`config.mk`:
```
export PLATFORM = sky130hd
export DESIGN_NAME = cfd_phase_ctrl
export DESIGN_NICKNAME = d
export VERILOG_FILES = /design/src/cfd_phase_ctrl.v
export VERILOG_INCLUDE_DIRS = /design/src /design/src/src
export SDC_FILE = /design/constraint.sdc
export NUM_CORES = 1
export LEC_CHECK = 0
export BUFFER_PORTS_ARGS = -buffer_cell sky130_fd_sc_hd__buf_2
export CORE_ASPECT_RATIO = 0.8
export CORE_MARGIN = 5
export CORE_UTILIZATION = 48
export DETAILED_ROUTE_END_ITERATION = 10
export PLACE_DENSITY = 0.76
export SKIP_LAST_GASP = 1
export SLEW_MARGIN = 20
export SYNTH_ARGS = -nofsm -noshare
export SYNTH_HDL_FRONTEND = slang
export SYNTH_SLANG_ARGS = --single-unit
```
`constraint.sdc`:
```
create_clock -name mclk -period 5.35 [get_ports mclk]
set_clock_uncertainty 0.1 [all_clocks]
set_input_delay 1.605 -clock mclk [delete_from_list [all_inputs] [get_ports mclk]]
set_output_delay 1.605 -clock mclk [all_outputs]
set_load 0.02 [all_outputs]
```
`src/cfd_defs.vh`:
```
`ifndef CFD_DEFS_VH
`define CFD_DEFS_VH

// -----------------------------------------------------------------
// register byte offsets
// -----------------------------------------------------------------
`define CFD_OFS_CTRL      12'h020
`define CFD_OFS_STAT      12'h024
`define CFD_OFS_TDC       12'h028
`define CFD_OFS_DBT       12'h02C
`define CFD_OFS_TMI0      12'h180
`define CFD_OFS_TMI1      12'h190
`define CFD_OFS_TMI2      12'h1A0

// -----------------------------------------------------------------
// reset values
// -----------------------------------------------------------------
`define CFD_RST_CTRL      32'h00000000
`define CFD_RST_TDC       32'h00000000
`define CFD_RST_DBT       32'h01230000
`define CFD_RST_TMI       32'h00000000

// -----------------------------------------------------------------
// field positions
// -----------------------------------------------------------------
`define CFD_CTRL_FD_ON    0
`define CFD_CTRL_EXDIS    2
`define CFD_CTRL_NON_ISO  3
`define CFD_CTRL_TDC_ON   4
`define CFD_CTRL_TDC_MODE 5
`define CFD_CTRL_ESI_MODE 6
`define CFD_CTRL_MASK     32'h0000007D
`define CFD_STAT_EXFLAG   16
`define CFD_TDC_MASK      32'h00007F7F
`define CFD_DBT_MASK      32'h037F03FF
`define CFD_TMI_REQ       0
`define CFD_TMI_KIND      1
`define CFD_TMI_FMT       2

// -----------------------------------------------------------------
// counts and limits
// -----------------------------------------------------------------
`define CFD_PASSIVE_LIMIT 8'h7F
`define CFD_TDC_MAX       7'h7F

`endif

```
`src/cfd_phase_ctrl.v`:
```
// Functional notes
// - mode 0: ESI shows node error state
// - mode 1: mailbox ESI unless error passive
// - compensation mode: measure plus offset, or offset
// - compensation works only while enabled
// - exception: idle, or form error if disabled
// - FD behaviour only while FD enabled
// - exception flag status bit 16, write-one clears
// - current compensation value readable at bits 6:0
// - offset bits 14:8 added to measured delay
// - filter rejects too early receive edges
// - filter applies only when above current value
// - data jump width is field plus one
// - data segment two is field plus one
// - data segment one is field plus one
// - data divider sets data quantum prescaler
// - identifier word holds standard or extended id
// - bit 2 id format, bit 1 frame kind
// - transmit request set by software, hardware clears
// - mailbox ESI 0 dominant, 1 recessive
// - rate switch moves data phase to data rate
// - error passive when either count above 127
`timescale 1ns/1ps
`include "cfd_defs.vh"

module cfd_phase_ctrl (
	input  wire        mclk,
	input  wire        rst_n,
	input  wire [11:0] paddr,
	input  wire        psel,
	input  wire        penable,
	input  wire        pwrite,
	input  wire [31:0] pwdata,
	output reg  [31:0] prdata,
	output wire        pready,
	output wire        pslverr,
	input  wire [7:0]  transmitErrorCount,
	input  wire [7:0]  receiveErrorCount,
	input  wire        protocolException,
	input  wire [2:0]  mailboxEmpty,
	input  wire [1:0]  activeMailbox,
	input  wire [2:0]  mailboxEsi,
	input  wire        rateSwitchSelect,
	input  wire        dataPhase,
	input  wire        dataHardSync,
	input  wire        engineTxBit,
	input  wire        tdcArm,
	input  wire        busReceivePin,
	output wire        busTransmitPin,
	output wire        fdOperationEnable,
	output wire        nonIsoSelect,
	output wire        errorPassive,
	output wire        esiRecessive,
	output reg         exceptionToIdle,
	output reg         exceptionFormError,
	output wire [6:0]  sspDelay,
	output wire [2:0]  dataSjwTq,
	output wire        dataRateActive,
	output reg         dataTqPulse,
	output reg         dataSamplePoint,
	output reg         dataBitEnd,
	output wire [2:0]  transmitRequest,
	output wire [31:0] txId0,
	output wire [31:0] txId1,
	output wire [31:0] txId2
);

	// -----------------------------------------------------------------
	// measurement states
	// -----------------------------------------------------------------
	localparam [1:0] TDC_IDLE  = 2'd0;
	localparam [1:0] TDC_WAIT  = 2'd1;
	localparam [1:0] TDC_COUNT = 2'd2;

	// -----------------------------------------------------------------
	// register storage
	// -----------------------------------------------------------------
	reg  [31:0] fdControl_reg;            // enables and modes
	reg         exceptionFlag_reg;        // sticky exception event
	reg  [31:0] delayComp_reg;            // offset and filter
	reg  [31:0] dataBitTiming_reg;        // data phase timing fields
	reg  [31:0] txIdent_reg [0:2];        // mailbox identifier words
	reg  [6:0]  delayCompValue_reg;       // value in use
	reg  [6:0]  delayCompValue_next;
	reg  [6:0]  measured_reg;             // last accepted loop delay
	reg  [6:0]  tdcCount_reg;             // running loop-delay count
	reg  [1:0]  tdcState_reg;
	reg         txPin_reg;                // registered transmit pin
	reg         rxMeta_reg;               // synchroniser first stage
	reg         rxSync_reg;               // synchroniser second stage
	reg         rxPrev_reg;               // for edge detection
	reg  [9:0]  prescale_reg;             // clocks within a quantum
	reg  [5:0]  tqIndex_reg;              // quantum within a bit

	// -----------------------------------------------------------------
	// field views
	// -----------------------------------------------------------------
	wire        fdEnable    = fdControl_reg[`CFD_CTRL_FD_ON];
	wire        exDisable   = fdControl_reg[`CFD_CTRL_EXDIS];
	wire        tdcEnable   = fdControl_reg[`CFD_CTRL_TDC_ON];
	wire        tdcOffsOnly = fdControl_reg[`CFD_CTRL_TDC_MODE];
	wire        esiMode     = fdControl_reg[`CFD_CTRL_ESI_MODE];
	wire [6:0]  tdcOffset   = delayComp_reg[14:8];
	wire [6:0]  tdcFilter   = delayComp_reg[6:0];
	wire [1:0]  dataSjw     = dataBitTiming_reg[25:24];
	wire [2:0]  dataSeg2    = dataBitTiming_reg[22:20];
	wire [3:0]  dataSeg1    = dataBitTiming_reg[19:16];
	wire [9:0]  dataDivider = dataBitTiming_reg[9:0];

	// -----------------------------------------------------------------
	// apb decode
	// -----------------------------------------------------------------
	// slave answers in the access cycle, no wait states
	wire        apbWrite  = psel & penable & pwrite;
	wire        hitCtrl   = (paddr == `CFD_OFS_CTRL);
	wire        hitStat   = (paddr == `CFD_OFS_STAT);
	wire        hitTdc    = (paddr == `CFD_OFS_TDC);
	wire        hitDbt    = (paddr == `CFD_OFS_DBT);
	wire [2:0]  hitTmi;
	wire        hitAny    = hitCtrl | hitStat | hitTdc | hitDbt | (|hitTmi);

	assign hitTmi[0] = (paddr == `CFD_OFS_TMI0);
	assign hitTmi[1] = (paddr == `CFD_OFS_TMI1);
	assign hitTmi[2] = (paddr == `CFD_OFS_TMI2);
	assign pready    = 1'b1;
	// unmapped addresses answer with an error, reads return zero
	assign pslverr   = psel & penable & ~hitAny;

	// -----------------------------------------------------------------
	// read mux
	// -----------------------------------------------------------------
	// byte lanes are not decoded: partial writes cannot exist on this bus
	// so software must always move whole words
	always @* begin
		prdata = 32'h00000000;
		if (hitCtrl) begin
			prdata = fdControl_reg;
		end else if (hitStat) begin
			// flag and current value, rest reads zero
			prdata = {15'h0000, exceptionFlag_reg, 9'h000, delayCompValue_reg};
		end else if (hitTdc) begin
			prdata = delayComp_reg;
		end else if (hitDbt) begin
			prdata = dataBitTiming_reg;
		end else if (hitTmi[0]) begin
			prdata = txIdent_reg[0];
		end else if (hitTmi[1]) begin
			prdata = txIdent_reg[1];
		end else if (hitTmi[2]) begin
			prdata = txIdent_reg[2];
		end
	end

	// -----------------------------------------------------------------
	// configuration registers
	// -----------------------------------------------------------------
	// reserved bits are masked so they always read as zero
	always @(posedge mclk or negedge rst_n) begin
		if (!rst_n) begin
			fdControl_reg     <= `CFD_RST_CTRL;
			delayComp_reg     <= `CFD_RST_TDC;
			dataBitTiming_reg <= `CFD_RST_DBT;
		end else if (apbWrite) begin
			if (hitCtrl) begin
				fdControl_reg <= pwdata & `CFD_CTRL_MASK;
			end
			if (hitTdc) begin
				delayComp_reg <= pwdata & `CFD_TDC_MASK;
			end
			if (hitDbt) begin
				dataBitTiming_reg <= pwdata & `CFD_DBT_MASK;
			end
		end
	end

	// -----------------------------------------------------------------
	// exception flag and response
	// -----------------------------------------------------------------
	// a new event in the clearing cycle keeps the flag set
	always @(posedge mclk or negedge rst_n) begin
		if (!rst_n) begin
			exceptionFlag_reg  <= 1'b0;
			exceptionToIdle    <= 1'b0;
			exceptionFormError <= 1'b0;
		end else begin
			// detection enabled: flag it and send the controller idle
			exceptionToIdle    <= protocolException & fdEnable & ~exDisable;
			// detection disabled: handled as an ordinary form error
			exceptionFormError <= protocolException & fdEnable & exDisable;
			if (protocolException & fdEnable & ~exDisable) begin
				exceptionFlag_reg <= 1'b1;
			end else if (apbWrite & hitStat & pwdata[`CFD_STAT_EXFLAG]) begin
				exceptionFlag_reg <= 1'b0;
			end
		end
	end

	// -----------------------------------------------------------------
	// transmit mailbox identifiers
	// -----------------------------------------------------------------
	// one word per mailbox; request bit set by software wins over the
	// hardware clear arriving in the same cycle
	genvar mb;
	generate
		for (mb = 0; mb < 3; mb = mb + 1) begin : gMailbox
			always @(posedge mclk or negedge rst_n) begin
				if (!rst_n) begin
					txIdent_reg[mb] <= `CFD_RST_TMI;
				end else if (apbWrite & hitTmi[mb]) begin
					// id, format, kind and request all from software
					txIdent_reg[mb] <= pwdata;
					if (!pwdata[`CFD_TMI_REQ] & mailboxEmpty[mb]) begin
						txIdent_reg[mb][`CFD_TMI_REQ] <= 1'b0;
					end
				end else if (mailboxEmpty[mb]) begin
					// frame gone, mailbox empty again
					txIdent_reg[mb][`CFD_TMI_REQ] <= 1'b0;
				end
			end
			assign transmitRequest[mb] = txIdent_reg[mb][`CFD_TMI_REQ];
		end
	endgenerate

	// identifier words go to the engine whole; bits 31:21 standard id,
	// 31:3 extended id, bit 2 format, bit 1 kind
	assign txId0 = txIdent_reg[0];
	assign txId1 = txIdent_reg[1];
	assign txId2 = txIdent_reg[2];

	// -----------------------------------------------------------------
	// error state indicator
	// -----------------------------------------------------------------
	assign errorPassive = (transmitErrorCount > `CFD_PASSIVE_LIMIT) |
	                      (receiveErrorCount > `CFD_PASSIVE_LIMIT);

	// passive nodes always send recessive; active nodes send dominant in
	// mode 0, or the mailbox setting in mode 1 (1 means recessive)
	assign esiRecessive = errorPassive ? 1'b1 :
	                      (esiMode ? mailboxEsi[activeMailbox] : 1'b0);

	assign fdOperationEnable = fdEnable;
	assign nonIsoSelect      = fdControl_reg[`CFD_CTRL_NON_ISO];

	// -----------------------------------------------------------------
	// pin registers and receive synchroniser
	// -----------------------------------------------------------------
	// the receive pin is asynchronous; only the second stage is used
	always @(posedge mclk or negedge rst_n) begin
		if (!rst_n) begin
			txPin_reg  <= 1'b1;
			rxMeta_reg <= 1'b1;
			rxSync_reg <= 1'b1;
			rxPrev_reg <= 1'b1;
		end else begin
			txPin_reg  <= engineTxBit;
			rxMeta_reg <= busReceivePin;
			rxSync_reg <= rxMeta_reg;
			rxPrev_reg <= rxSync_reg;
		end
	end

	assign busTransmitPin = txPin_reg;

	wire txFall = txPin_reg & ~engineTxBit;   // pin goes dominant next edge
	wire rxFall = rxPrev_reg & ~rxSync_reg;   // dominant edge seen back
	// filter only counts when set above the value in use
	wire filterOn = (tdcFilter > delayCompValue_reg);
	wire tooEarly = filterOn & (tdcCount_reg < tdcFilter);

	// -----------------------------------------------------------------
	// loop delay measurement
	// -----------------------------------------------------------------
	// counts clocks from a dominant transmit edge to its echo; the count
	// includes the two synchroniser clocks, which the offset absorbs
	always @(posedge mclk or negedge rst_n) begin
		if (!rst_n) begin
			tdcState_reg <= TDC_IDLE;
			tdcCount_reg <= 7'h00;
			measured_reg <= 7'h00;
		end else begin
			case (tdcState_reg)
				TDC_IDLE: begin
					// armed only when enabled and measuring
					if (tdcArm & tdcEnable & ~tdcOffsOnly & fdEnable) begin
						tdcState_reg <= TDC_WAIT;
					end
				end
				TDC_WAIT: begin
					if (!tdcEnable) begin
						tdcState_reg <= TDC_IDLE;
					end else if (txFall) begin
						tdcState_reg <= TDC_COUNT;
						tdcCount_reg <= 7'h00;
					end
				end
				TDC_COUNT: begin
					if (!tdcEnable) begin
						tdcState_reg <= TDC_IDLE;
					end else if (rxFall & ~tooEarly) begin
						// accepted edge closes the measurement
						measured_reg <= tdcCount_reg;
						tdcState_reg <= TDC_IDLE;
					end else if (tdcCount_reg != `CFD_TDC_MAX) begin
						// saturates rather than wrap to a short delay
						tdcCount_reg <= tdcCount_reg + 7'h01;
					end
				end
				default: begin
					tdcState_reg <= TDC_IDLE;
				end
			endcase
		end
	end

	// -----------------------------------------------------------------
	// compensation value in use
	// -----------------------------------------------------------------
	wire [7:0] delaySum = {1'b0, measured_reg} + {1'b0, tdcOffset};

	always @* begin
		delayCompValue_next = 7'h00;
		if (tdcEnable & fdEnable) begin
			if (tdcOffsOnly) begin
				delayCompValue_next = tdcOffset;
			end else if (delaySum[7]) begin
				delayCompValue_next = `CFD_TDC_MAX;
			end else begin
				delayCompValue_next = delaySum[6:0];
			end
		end
	end

	always @(posedge mclk or negedge rst_n) begin
		if (!rst_n) begin
			delayCompValue_reg <= 7'h00;
		end else begin
			delayCompValue_reg <= delayCompValue_next;
		end
	end

	// secondary sample point position after the transmit edge, clocks
	assign sspDelay = delayCompValue_reg;

	// -----------------------------------------------------------------
	// data phase bit timing
	// -----------------------------------------------------------------
	// data rate only for switched FD frames inside the data phase
	assign dataRateActive = fdEnable & rateSwitchSelect & dataPhase;
	assign dataSjwTq      = {1'b0, dataSjw} + 3'd1;

	wire       tqDone   = (prescale_reg == dataDivider);
	wire [5:0] seg1End  = {2'b00, dataSeg1} + 6'd1;
	wire [5:0] bitLast  = seg1End + {3'b000, dataSeg2} + 6'd1;

	// sync quantum is index 0, segment one ends at index seg1+1, segment
	// two ends at seg1+seg2+2; hard sync restarts the bit at sync
	always @(posedge mclk or negedge rst_n) begin
		if (!rst_n) begin
			prescale_reg    <= 10'h000;
			tqIndex_reg     <= 6'h00;
			dataTqPulse     <= 1'b0;
			dataSamplePoint <= 1'b0;
			dataBitEnd      <= 1'b0;
		end else if (!dataRateActive | dataHardSync) begin
			prescale_reg    <= 10'h000;
			tqIndex_reg     <= 6'h00;
			dataTqPulse     <= 1'b0;
			dataSamplePoint <= 1'b0;
			dataBitEnd      <= 1'b0;
		end else begin
			dataTqPulse     <= tqDone;
			dataSamplePoint <= tqDone & (tqIndex_reg == seg1End);
			dataBitEnd      <= tqDone & (tqIndex_reg == bitLast);
			if (tqDone) begin
				prescale_reg <= 10'h000;
				if (tqIndex_reg == bitLast) begin
					tqIndex_reg <= 6'h00;
				end else begin
					tqIndex_reg <= tqIndex_reg + 6'h01;
				end
			end else begin
				prescale_reg <= prescale_reg + 10'h001;
			end
		end
	end

endmodule // cfd_phase_ctrl

```
Word-level counts from Yosys, hierarchy flattened
Cells that the tools add are included.

Bits in registers: 184. Latch bits: 0. Bits in writable memories: 0. ROM bits: 0. Output and inout port bits: 154. Logic and storage cells: 158. Memories: 0.

Add/sub/neg operators: 8. Multiply operators: 0. Div/mod/pow operators: 0. Magnitude comparators: 5. Equal/unequal tests: 21. Shift-type cells: 0. Multiplexer cells: 45. Bitwise gates (word level): 38. Reduce and logical (&&, ||, !) cells: 16.

Operators by type and width (count): $mux 32 (7); $mux 7 (8); $eq 12x6->1 const B (4); $eq 12x9->1 const B (3); $and 1x1->1 (26); $mux 10 (2); $mux 6 (3); $mux 1 (17); $gt 8x7->1 const B (2); $pmux 7 s2 (1); $add 6x1->6 const B (2); $ne 2x2->1 const B (6); $reduce_bool 2->1 (6); $add 10x1->10 const B (1); $eq 10x10->1 (1); $mux 2 (5); $add 7x7->8 (1); $add 7x1->7 const B (1); $gt 7x7->1 (1); $lt 7x7->1 (1); $ne 7x7->1 const B (1); $add 5x3->6 (1); $eq 6x5->1 (1); $eq 6x6->1 (1); 16 further kinds (31).

Logic depth before layout (Yosys ltp)
Gate-level depths: netlist of run 1.

Depth after elaboration: 8. Gate-level depth with buffers: 9.

Worst setup path before layout of run 1
Ideal clock, no wire load.

Path type: input-to-output. Start point: input port paddr[11]. End point: output port prdata[11]. Arrival time: 3848 ps. Required time: 3645 ps. Path slack: -203 ps. Stages on the path: 7. Cell sequence: or4_1 -> or4_1 -> buf_2 -> nor3_1 -> clkbuf_1 -> nand2_1 -> a21oi_1.

Cells in the longest elaborated chain, start to end: 8.

Ends and longest elaborated chain: start, declared (RTL line cfd_phase_ctrl.v:29) `input wire [11:0] paddr,`; $eq 12x9->1 (no line); $mux 32 (RTL line cfd_phase_ctrl.v:149) `end else if (hitTmi[2]) begin`; $mux 32 (RTL line cfd_phase_ctrl.v:147) `end else if (hitTmi[1]) begin`; $mux 32 (RTL line cfd_phase_ctrl.v:145) `end else if (hitTmi[0]) begin`; $mux 32 (RTL line cfd_phase_ctrl.v:143) `end else if (hitDbt) begin`; $mux 32 (RTL line cfd_phase_ctrl.v:141) `end else if (hitTdc) begin`; $mux 32 (RTL line cfd_phase_ctrl.v:138) `end else if (hitStat) begin`; $mux 32 * (RTL line cfd_phase_ctrl.v:136) `if (hitCtrl) begin`; end, declared (RTL line cfd_phase_ctrl.v:34) `output reg [31:0] prdata,`.

Every way passes the cells marked *; elsewhere a longest branch is shown, timed or not.

Worst setup path in the final report of run 1
Start point: input port paddr[11]. End point: output port prdata[13].

The elaborated chain is that of the path after synthesis.

==> qor.csv, run 1 <==
stage,metric,value,unit
route,WL final,27940,um
run,# Max-Cap Violations,0,
yosys,"Top FF cell, synth",dfrtp_1,
yosys,"FFs w/ async S/R, synth",1.000,
yosys,"count leader, synth",nand2_1,
clocking,CTS tree,yes,
setup_path,CP Data Required Time,3.65,ns
clocking,CTS Sinks,184,
placed_design,Inst Count DP,1359,
placed_design,Final GP Congestion,0.8811,
setup_path,cell count along the critical path,10,
yosys,top post-synthesis cells by area,"dfrtp_1 (48%), nand2_1 (9.7%), mux2_2 (8.4%)",
route,DRT iter0 DRCs,646,
setup_path,CP arrival,3.86,ns
timing,RSZ-0062 raised after global routing,yes,
setup_path,CP Capture Type,output port,
die,FP Rows,45,
run_status,failing checks,setup timing,
min_path,min-delay src,rxMeta_reg$_DFF_PN1_,
cells_and_area,nets,1240,
setup_path,CP Cell Sequence,buf_6 -> or4_4 -> or4_4 -> buf_4 -> nor3_4 -> buf_6 -> buf_12 -> nand2_1 -> a21oi_2 -> buf_4,
clocking,CTS Hold Bufs,0,
yosys,Post-synth EDFFs,0,
timing,Worst-Margin Slew,0.9892,ns
placed_design,dpl hpwl,19850,um
route,WL/cell,19.93,um
setup_path,Top Family by Delay on Critical Path,simple AND/OR/NAND/NOR gates,
power,Lkg Pwr,6.389,nW
yosys,Synth top cells by count,"nand2_1 (237), dfrtp_1 (176), mux2_2 (68)",
run_status,status,finished with violations,
route,drc violations,0,
route,routed vias/inst,5.660,
route,number of detailed-route iterations in the first pass,7,
setup_path,Crit Path Class,in -> out,
setup_path,Worst R2R Path Depth,9,
die,Starting Density,0.4852,
timing,Setup WS post-layout,-0.2164,ns
global_routing,global-route wire length before repair,43350,um
clocking,clk_lat worst skew,0.44,ns
yosys,post-synth cell types,61,
cells_and_area,post-layout util,0.6228,
setup_path,CP peak stage delay,0.58,ns
clocking,CTS buffer count,17,
timing,final slew viol count,0,
yosys,Post-Syn Nets,1005,
min_path,Min-Delay Path Class,reg -> reg,
yosys,synthesized area per cell,10.23,um^2
yosys,sequential area share after synthesis,0.5042,
placed_design,Port Buffers,218,
setup_path,slowest CP cell,or4_4,
timing,final critical-path share of the clock period,1.040,
cells_and_area,share of layout cells above drive strength 1,0.3473,
yosys,yosys warns,0,
yosys,"FF+latch count, synth",184,
power,Power Dens Cells,238.4,nW/um^2
global_routing,largest net degree at the start of global routing,95,
timing,Final Hold Vio Count,0,
die,chip width,164.4,um
yosys,post-synth top area share,0.4812,
yosys,mapped cell area,9153,um^2
die,Core Area,18860,um^2
global_routing,vias in the first global route,7893,
timing,Final Critical Period,5.566,ns
global_routing,initial antenna violation count,2,
clocking,Clock Path Buffers,2,
timing,slew margin rel.,0.3382,
setup_path,CP bufs+invs,5,
setup_path,CP Launch Type,input pin,
cells_and_area,Area growth syn-to-layout,28.35,%
die,die height,133.5,um
clocking,"Clk pin slew, worst setup/hold paths",0.07,ns
power,worst ir drop on vdd,0.1944,mV
yosys,Synth area leader,dfrtp_1,
setup_path,Crit Reg-Reg Startpoint,dataBitTiming_reg[16]$_DFFE_PN1P_,
timing,# setup viols final,32,
yosys,cells after synthesis,895,
placed_design,dpl ws,-0.2619,ns
global_routing,total track usage,0.2546,
cells_and_area,final std cells w/o fill,1402,
timing,Max Fclk,179.6,MHz
setup_path,FF-to-FF setup slack,2.30,ns
clocking,CTS root buffer,clkbuf_16,
min_path,Hold EP,rxSync_reg$_DFF_PN1_,
route,ANT nets after route,0,
setup_path,CP Max Fanout,8,
die,io pins,234,
die,die area,21950,um^2
min_path,Hold Crit Depth,0,
route,via count,7936,
global_routing,grt total ovfl,0,
clocking,H-Tree Depth,4,
setup_path,FF-to-FF End,tqIndex_reg[5]$_DFFE_PN0P_,
## cells in the final DEF, fill, tap and decap left out, types with 6 or more instances in the layout
master / netlist / routed
a21oi_1: 14 / 9
a221oi_1: 11 / 11
a222oi_1: 17 / 17
a22oi_1: 20 / 19
and3_1: 10 / 10
buf_12: 0 / 7
buf_2: 10 / 183
buf_4: 4 / 33
buf_6: 0 / 34
clkbuf_16: 0 / 17
dfrtp_1: 176 / 176
dfstp_2: 8 / 8
ha_1: 28 / 28
inv_1: 48 / 48
mux2_1: 7 / 7
mux2_2: 68 / 68
mux2i_1: 7 / 7
mux4_2: 6 / 6
nand2_1: 237 / 237
nand3_1: 15 / 15
nand3b_1: 8 / 8
nor2_1: 25 / 24
nor3_1: 9 / 8
nor4_1: 8 / 6
o21ai_0: 24 / 24
xnor2_1: 19 / 19
xor2_1: 18 / 18
## timing repair
item                       CTS  global route
cloned                       2             0
setup endpoints to repair   32            32
resized for setup           74             9
setup buffers                9             0
pin swaps                    6             6
## worst reg2reg max path: cells and delay by family (launching register included)
family,cells,cell delay [ns]
xor gates and xnor gates,1,0.26
adders and majority gates,2,0.54
and+or+nand+nor,2,0.36
DFF,1,0.64
AOI/OAI and AO/OA,4,1.05
## worst max-delay path by stage
stage | end | from
2_1_floorplan | prdata[7] | paddr[11]
6_report | prdata[13] | paddr[11]
5_1_grt | prdata[11] | paddr[11]
3_5_place_dp | prdata[16] | paddr[10]
4_1_cts | prdata[16] | paddr[11]
3_3_place_gp | prdata[11] | paddr[10]
## per-layer routing
| metal | global-route usage | vias up | wire length (um) |
|---|---|---|---|
| li1 | - | 3578 | - |
| met1 | 0.3421 | 3953 | 11880 |
| met4 | 0.08591 | 2 | 710 |
| met5 | 0 | - | 7 |
| met2 | 0.4054 | 346 | 13130 |
| met3 | 0.06403 | 57 | 2217 |
## cell families after synthesis
kind of cell | count (synthesis) | share of synthesized area
multiplexers | 88 | 0.1147
AO/OA/AOI/OAI | 120 | 0.09542
buffers and inverters | 92 | 0.04087
XOR/XNOR | 37 | 0.03541
AND/OR/NAND/NOR | 343 | 0.1664
flip-flops | 184 | 0.5042
adder cells (fa/ha/maj) | 30 | 0.04265
other | 1 | 0.0004097
## where the power goes
group | internal (mW) | switching, mW | leakage [nW]
clock | 0.680 | 0.621 | 0.302
sequential | 1.39 | 0.00212 | 2.50
combinational | 0.0343 | 0.0693 | 3.59
total | 2.11 | 0.692 | 6.39
## area by class of cell
cell class / count / area (um^2)
fill: 1493 / 7114
sequential: 184 / 4614
multi-input combinational: 619 / 4278
timing repair buffer: 260 / 1732
clock buffer: 17 / 425.4
tap: 258 / 322.8
clock inverter: 15 / 192.7
inverter: 48 / 180.2
antenna: 1 / 2.502
## metrics by stage
| stage | TNS, ns | power [mW] | hold WS, ns | area (um^2) |
|---|---|---|---|---|
| after floorplan | -0.09955 | 1.446 | 0.2452 | 9210 |
| after global placement | -6.159 | 1.524 | 0.2464 | 10760 |
| after detailed placement | -6.335 | 1.526 | 0.2468 | 10760 |
| after CTS | -3.922 | 2.816 | 0.2573 | 11730 |
| after global routing | -5.841 | 2.887 | 0.2586 | 11750 |
| final | -3.598 | 2.800 | 0.2569 | 11750 |
Power figures use the tool's default switching activity.
==> inputs of run 2 (changes only) <==
--- a/config.mk
+++ b/config.mk
@@ -8,7 +8,7 @@
 export LEC_CHECK = 0
 export BUFFER_PORTS_ARGS = -buffer_cell sky130_fd_sc_hd__buf_2
 export CORE_ASPECT_RATIO = 0.8
-export CORE_MARGIN = 5
+export CORE_MARGIN = 2
 export CORE_UTILIZATION = 48
 export DETAILED_ROUTE_END_ITERATION = 10
 export PLACE_DENSITY = 0.76
@@ -17,3 +17,4 @@
 export SYNTH_ARGS = -nofsm -noshare
 export SYNTH_HDL_FRONTEND = slang
 export SYNTH_SLANG_ARGS = --single-unit
+export TNS_END_PERCENT = 30
==> run 2 against run 1 <==
  * The run still ends with setup timing left
  * Clock power down 6%
  * Sequential cell count unchanged
  * Final cell count down 0.50%
  * Worst hold slack worse by 0.00060 ns
  * Die area down 8.0%
  * First-iteration DRC count up 5.1%
  * Sequential share of layout area up 1.1 points
  * Power down 3.0%
  * Utilization down 1.5 points
  * Sequential power about the same
  * Register-to-register slack about the same
  * Largest cell class unchanged
  * Highest routed layer unchanged
==> qor.csv, run 2 (same netlist as run 1, synthesis figures left out) <==
stage,metric,value,unit,change
run_status,status,finished with violations,,unchanged
run_status,failing checks,setup timing,,unchanged
clocking,H-Tree Depth,4,,unchanged
timing,final critical-path share of the clock period,1.032,,was 1.040
setup_path,CP Data Required Time,3.65,ns,about the same
route,drc violations,0,,unchanged
route,ANT nets after route,0,,unchanged
clocking,CTS buffer count,17,,unchanged
timing,Final Critical Period,5.524,ns,was 5.566 ns
route,via count,7828,,was 7936
clocking,Clock Path Buffers,2,,unchanged
route,WL/cell,18.81,um,was 19.93 um
timing,slew margin rel.,0.3210,,was 0.3382
global_routing,global-route wire length before repair,40500,um,was 43350 um
cells_and_area,nets,1234,,was 1240
clocking,CTS Sinks,184,,unchanged
setup_path,FF-to-FF setup slack,2.31,ns,was 2.30 ns
timing,Max Fclk,181.0,MHz,was 179.6 MHz
power,Power Dens Cells,237.5,nW/um^2,was 238.4 nW/um^2
timing,Final Hold Vio Count,0,,unchanged
cells_and_area,Area growth syn-to-layout,24.96,%,was 28.35%
cells_and_area,post-layout util,0.6082,,was 0.6228
setup_path,CP peak stage delay,0.57,ns,was 0.58 ns
route,WL final,26240,um,was 27940 um
global_routing,grt total ovfl,0,,unchanged
cells_and_area,share of layout cells above drive strength 1,0.3430,,was 0.3473
clocking,"Clk pin slew, worst setup/hold paths",0.07,ns,about the same
route,number of detailed-route iterations in the first pass,6,,was 7
min_path,Min-Delay Path Class,reg -> reg,,unchanged
setup_path,Crit Path Class,in -> out,,unchanged
setup_path,CP Capture Type,output port,,unchanged
clocking,clk_lat worst skew,0.44,ns,about the same
setup_path,CP arrival,3.82,ns,was 3.86 ns
run,# Max-Cap Violations,0,,unchanged
die,Starting Density,0.4867,,was 0.4852
global_routing,initial antenna violation count,1,,was 2
setup_path,CP Launch Type,input pin,,unchanged
die,io pins,234,,unchanged
timing,Worst-Margin Slew,1.016,ns,was 0.9892 ns
placed_design,Final GP Congestion,0.8752,,was 0.8811
placed_design,DP Area,10810,um^2,was 10760 um^2
cells_and_area,ant diodes,0,,was 1
clocking,CTS root buffer,clkbuf_16,,unchanged
timing,# setup viols final,32,,unchanged
cells_and_area,"commonest non-fill, non-tap cell in the layout",nand2_1,,unchanged
global_routing,vias in the first global route,7349,,was 7893
die,FP Rows,45,,unchanged
timing,final slew viol count,0,,unchanged
clocking,CTS tree,yes,,unchanged
placed_design,Port Buffers,218,,unchanged
timing,Setup WS post-layout,-0.1735,ns,was -0.2164 ns
setup_path,CP Cell Sequence,buf_2 -> or4_4 -> or4_4 -> nor3b_4 -> buf_6 -> a2111oi_2 -> o31a_1 -> o22ai_4 -> buf_6,,was buf_6 -> or4_4 -> or4_4 -> buf_4 -> nor3_4 -> buf_6 -> buf_12 -> nand2_1 -> a21oi_2 -> buf_4
global_routing,largest net degree at the start of global routing,104,,was 95
clocking,CTS Hold Bufs,0,,unchanged
route,routed vias/inst,5.611,,was 5.660
placed_design,dpl hpwl,18980,um,was 19850 um
die,chip width,158.4,um,was 164.4 um
setup_path,CP Max Fanout,6,,was 8
cells_and_area,fin area,11440,um^2,was 11750 um^2
power,worst ir drop on vdd,0.1407,mV,was 0.1944 mV
route,DRT iter0 DRCs,679,,was 646
die,die area,20190,um^2,was 21950 um^2
die,Core Area,18810,um^2,was 18860 um^2
die,die height,127.5,um,was 133.5 um
power,Lkg Pwr,6.297,nW,was 6.389 nW
timing,RSZ-0062 raised after global routing,yes,,unchanged
setup_path,slowest CP cell,or4_4,,unchanged
global_routing,total track usage,0.2637,,was 0.2546
cells_and_area,"commonest cells after routing, fill and taps aside","nand2_1 (237), buf_2 (211), dfrtp_1 (176), mux2_2 (68), inv_1 (48)",,"was nand2_1 (237), buf_2 (183), dfrtp_1 (176), mux2_2 (68), inv_1 (48)"
## run 2: cell types whose count changed in the layout (fill, tap and decap cells not counted), moves of 2 or more
cell,delta
buf_4,-4
buf_8,-3
buf_2,+28
clkinv_8,-3
clkinvlp_4,+2
buf_6,-28
inv_6,+2
## run 2: cell type report
class / count / area (um^2)
Clock buffer: 18 / 439.2
Clock inverter: 14 / 127.6
Fill cell: 1588 / 7368
Inverter: 48 / 180.2
Multi-Input combinational cell: 619 / 4252
Sequential cell: 184 / 4614
Tap cell: 258 / 322.8
Timing Repair Buffer: 254 / 1501
## run 2: what timing repair did
action	4_1_cts	5_1_grt
buffers inserted	2	1
endpoints found under the setup margin	32	32
resized for setup	10	4
hold endpoints to repair	0	0
pin swaps	1	2
## run 2: worst paths after layout
path | startpoint | end | depth (start not counted)
worst max-delay path | paddr[11] | prdata[16] | 9
worst min-delay path | rxMeta_reg$_DFF_PN1_ | rxSync_reg$_DFF_PN1_ | 0
worst max register to register | dataBitTiming_reg[16]$_DFFE_PN1P_ | tqIndex_reg[0]$_DFFE_PN0P_ | 9
worst min register to register | rxMeta_reg$_DFF_PN1_ | rxSync_reg$_DFF_PN1_ | 0
max in group asynchronous | rst_n | dataBitTiming_reg[24]$_DFFE_PN1P_ | 2
min in group asynchronous | rst_n | exceptionToIdle$_DFF_PN0_ | 1
## run 2: routing by layer
metal / GRT usage / part of all wire / vias to the layer above / wire length, um
met5: 0 / 0.00050 / - / 13
met4: 0.09274 / 0.027 / 2 / 702
met3: 0.06377 / 0.074 / 51 / 1949
met2: 0.4013 / 0.45 / 332 / 11920
met1: 0.3710 / 0.44 / 3865 / 11660
li1: - / - / 3578 / -
## run 2: power by group
part	total (mW)	leakage (nW)	switching, mW	internal (mW)
sequential	1.40	2.50	0.00210	1.39
combinational	0.100	3.52	0.0675	0.0327
clock	1.22	0.275	0.592	0.627
## run 2: through the flow
| stage | setup slack [ns] | setup TNS [ns] | cells | power (mW) | hold WS (ns) |
|---|---|---|---|---|---|
| CTS | -0.1835 | -3.425 | 1395 | 2.737 | 0.2568 |
| floorplan | -0.02016 | -0.09955 | 895 | 1.446 | 0.2452 |
| detailed placement | -0.3321 | -8.231 | 1361 | 1.523 | 0.2468 |
| global placement | -0.3289 | -8.679 | 1361 | 1.522 | 0.2466 |
| finish | -0.1735 | -2.824 | 1395 | 2.716 | 0.2563 |
| global route | -0.2217 | -4.388 | 1395 | 2.804 | 0.2639 |
## run 2: worst max-delay path, delay by kind of cell
| family | cells | cell delay [ns] |
|---|---|---|
| and+or+nand+nor | 3 | 1.33 |
| AOI/OAI and AO/OA | 3 | 0.49 |
| buffers and inverters | 3 | 0.37 |
==> inputs of run 3 (changes only) <==
==> constraint.sdc (replaced) <==
create_clock -name mclk -period 5.35 [get_ports mclk]
set_clock_uncertainty 0.1 [all_clocks]
set_input_delay 1.07 -clock mclk [delete_from_list [all_inputs] [get_ports mclk]]
set_output_delay 1.07 -clock mclk [all_outputs]
set_load 0.02 [all_outputs]
==> run 3 against run 2 <==
  * The run now ends clean
  * First-iteration DRC count decreased by 4.0%
  * Via count decreased by 1.9%
  * Utilization fell by 1.6 points
  * Combinational power about the same
==> qor.csv, run 3 (same netlist as run 1, synthesis figures left out) <==
stage,metric,value,unit,change
run_status,status,"complete, no violations",,was finished with violations
clocking,H-Tree Depth,4,,unchanged
cells_and_area,"commonest non-fill, non-tap cell in the layout",nand2_1,,unchanged
timing,slew margin rel.,0.3087,,was 0.3210
route,DRT iter0 DRCs,652,,was 679
timing,# setup viols final,0,,was 32
setup_path,CP Capture Type,output port,,unchanged
power,worst ir drop on vdd,0.1858,mV,was 0.1407 mV
setup_path,CP Data Required Time,4.18,ns,was 3.65 ns
route,number of detailed-route iterations in the first pass,5,,was 6
setup_path,Crit Path Class,in -> out,,unchanged
die,Starting Density,0.4867,,unchanged
clocking,Post-CTS Repair Setup Buffers,0,,was 2
setup_path,Worst R2R Path Depth,9,,unchanged
timing,final slew viol count,0,,unchanged
min_path,Min-Delay Path Class,reg -> reg,,unchanged
cells_and_area,share of layout cells above drive strength 1,0.3223,,was 0.3430
route,WL final,26360,um,was 26240 um
route,routed vias/inst,5.583,,was 5.611
timing,Final Hold Vio Count,0,,unchanged
route,ANT nets after route,0,,unchanged
global_routing,grt total ovfl,0,,unchanged
timing,final critical-path share of the clock period,0.9084,,was 1.032
cells_and_area,"commonest cells after routing, fill and taps aside","nand2_1 (237), buf_2 (217), dfrtp_1 (176), mux2_2 (68), inv_1 (48)",,"was nand2_1 (237), buf_2 (211), dfrtp_1 (176), mux2_2 (68), inv_1 (48)"
clocking,CTS buffer count,17,,unchanged
power,Lkg Pwr,6.184,nW,was 6.297 nW
route,via count,7677,,was 7828
placed_design,DP Area,10540,um^2,was 10810 um^2
setup_path,CP Launch Type,input pin,,unchanged
clocking,CTS Hold Bufs,0,,unchanged
placed_design,Port Buffers,218,,unchanged
clocking,clk_lat worst skew,0.43,ns,was 0.44 ns
setup_path,CP Max Fanout,19,,was 6
timing,RSZ-0062 raised after global routing,no,,was yes
power,Power Dens Cells,247.4,nW/um^2,was 237.5 nW/um^2
clocking,"Clk pin slew, worst setup/hold paths",0.07,ns,about the same
global_routing,largest net degree at the start of global routing,145,,was 104
run,# Max-Cap Violations,0,,unchanged
clocking,Clock Path Buffers,2,,unchanged
cells_and_area,final std cells w/o fill,1375,,was 1395
setup_path,Worst setup endpoint,prdata[11],,was prdata[16]
timing,Final Critical Period,4.860,ns,was 5.524 ns
clocking,Resized Gates After CTS,0,,was 10
clocking,CTS tree,yes,,unchanged
die,die area,20190,um^2,unchanged
setup_path,FF-to-FF End,tqIndex_reg[5]$_DFFE_PN0P_,,was tqIndex_reg[0]$_DFFE_PN0P_
die,io pins,234,,unchanged
die,FP Rows,45,,unchanged
setup_path,CP arrival,3.69,ns,was 3.82 ns
global_routing,vias in the first global route,7481,,was 7349
setup_path,worst setup path startpoint,paddr[11],,unchanged
global_routing,global-route wire length before repair,40580,um,was 40500 um
cells_and_area,Area growth syn-to-layout,21.67,%,was 24.96%
setup_path,Crit Reg-Reg Startpoint,dataBitTiming_reg[16]$_DFFE_PN1P_,,unchanged
placed_design,Final GP Congestion,0.8465,,was 0.8752
timing,Worst-Margin Slew,1.034,ns,was 1.016 ns
global_routing,total track usage,0.2644,,was 0.2637
placed_design,dpl hpwl,18760,um,was 18980 um
cells_and_area,fin area,11140,um^2,was 11440 um^2
cells_and_area,ant diodes,0,,unchanged
clocking,CTS Sinks,184,,unchanged
route,drc violations,0,,unchanged
timing,Max Fclk,205.8,MHz,was 181.0 MHz
setup_path,FF-to-FF setup slack,2.22,ns,was 2.31 ns
clocking,CTS root buffer,clkbuf_16,,unchanged
die,Core Area,18810,um^2,unchanged
cells_and_area,nets,1214,,was 1234
die,die height,127.5,um,unchanged
timing,setup TNS,0,ns,was -2.824 ns
global_routing,initial antenna violation count,1,,unchanged
placed_design,Inst Count DP,1343,,was 1361
route,WL/cell,19.17,um,was 18.81 um
die,chip width,158.4,um,unchanged
run 3: changes by cell type in the layout (fill, tap and decap cells not counted), moves of 5 or more:
cell	before	now
a21oi_1	9	14
buf_4	29	15
buf_6	6	1
buf_12	8	1
buf_2	211	217
a21oi_2	5	0
run 3: metrics by stage:
stage | hold WS (ns) | worst slack (ns) | total power, mW | util
finish | 0.2524 | 0.4899 | 2.755 | 0.5921
floorplan | 0.2452 | 0.8672 | 1.445 | -
global placement | 0.2458 | 0.5754 | 1.520 | 0.5605
global route | 0.2605 | 0.4038 | 2.848 | 0.5921
detailed placement | 0.2469 | 0.5358 | 1.521 | 0.5605
CTS | 0.2539 | 0.5252 | 2.772 | 0.5921
run 3: how the worst min path moves through the flow:
| stage | startpoint | end | slack, ns | cells after the start |
|---|---|---|---|---|
| floorplan | rxMeta_reg$_DFF_PN1_ | rxSync_reg$_DFF_PN1_ | 0.25 | 0 |
| global placement | rxMeta_reg$_DFF_PN1_ | rxSync_reg$_DFF_PN1_ | 0.25 | 0 |
| detailed placement | rxMeta_reg$_DFF_PN1_ | rxSync_reg$_DFF_PN1_ | 0.25 | 0 |
| CTS | rxMeta_reg$_DFF_PN1_ | rxSync_reg$_DFF_PN1_ | 0.25 | 0 |
| global route | rxMeta_reg$_DFF_PN1_ | rxSync_reg$_DFF_PN1_ | 0.26 | 0 |
| finish | rxMeta_reg$_DFF_PN1_ | rxSync_reg$_DFF_PN1_ | 0.25 | 0 |
run 3: report_power, final:
group | switching (mW) | internal (mW)
clock network | 0.586 | 0.675
registers | 0.00203 | 1.39
logic | 0.0661 | 0.0308
run 3: routing by layer:
| layer | up-vias | share of wire | track usage |
|---|---|---|---|
| met5 | - | 0.00049 | 0 |
| met4 | 2 | 0.018 | 0.07260 |
| met3 | 41 | 0.077 | 0.06886 |
| met2 | 298 | 0.47 | 0.4240 |
| met1 | 3819 | 0.44 | 0.3585 |
| li1 | 3517 | - | - |
run 3: cell type report:
cell class                 instances  area, um^2
multi-input combinational        619        4193
tap                              258       322.8
fill                            1633        7670
inverter                          48       180.2
clock buffer                      18       439.2
clock inverter                    14       156.4
sequential                       184        4614
timing repair buffer             234        1230
run 3: critical path, cell delays in order:
cell and delay [ns]:
buf_2 0.09, or4_1 0.59, or4_1 0.72, nor3b_4 0.29, buf_4 0.33, a221oi_1 0.13
a21oi_1 0.24, buf_2 0.21
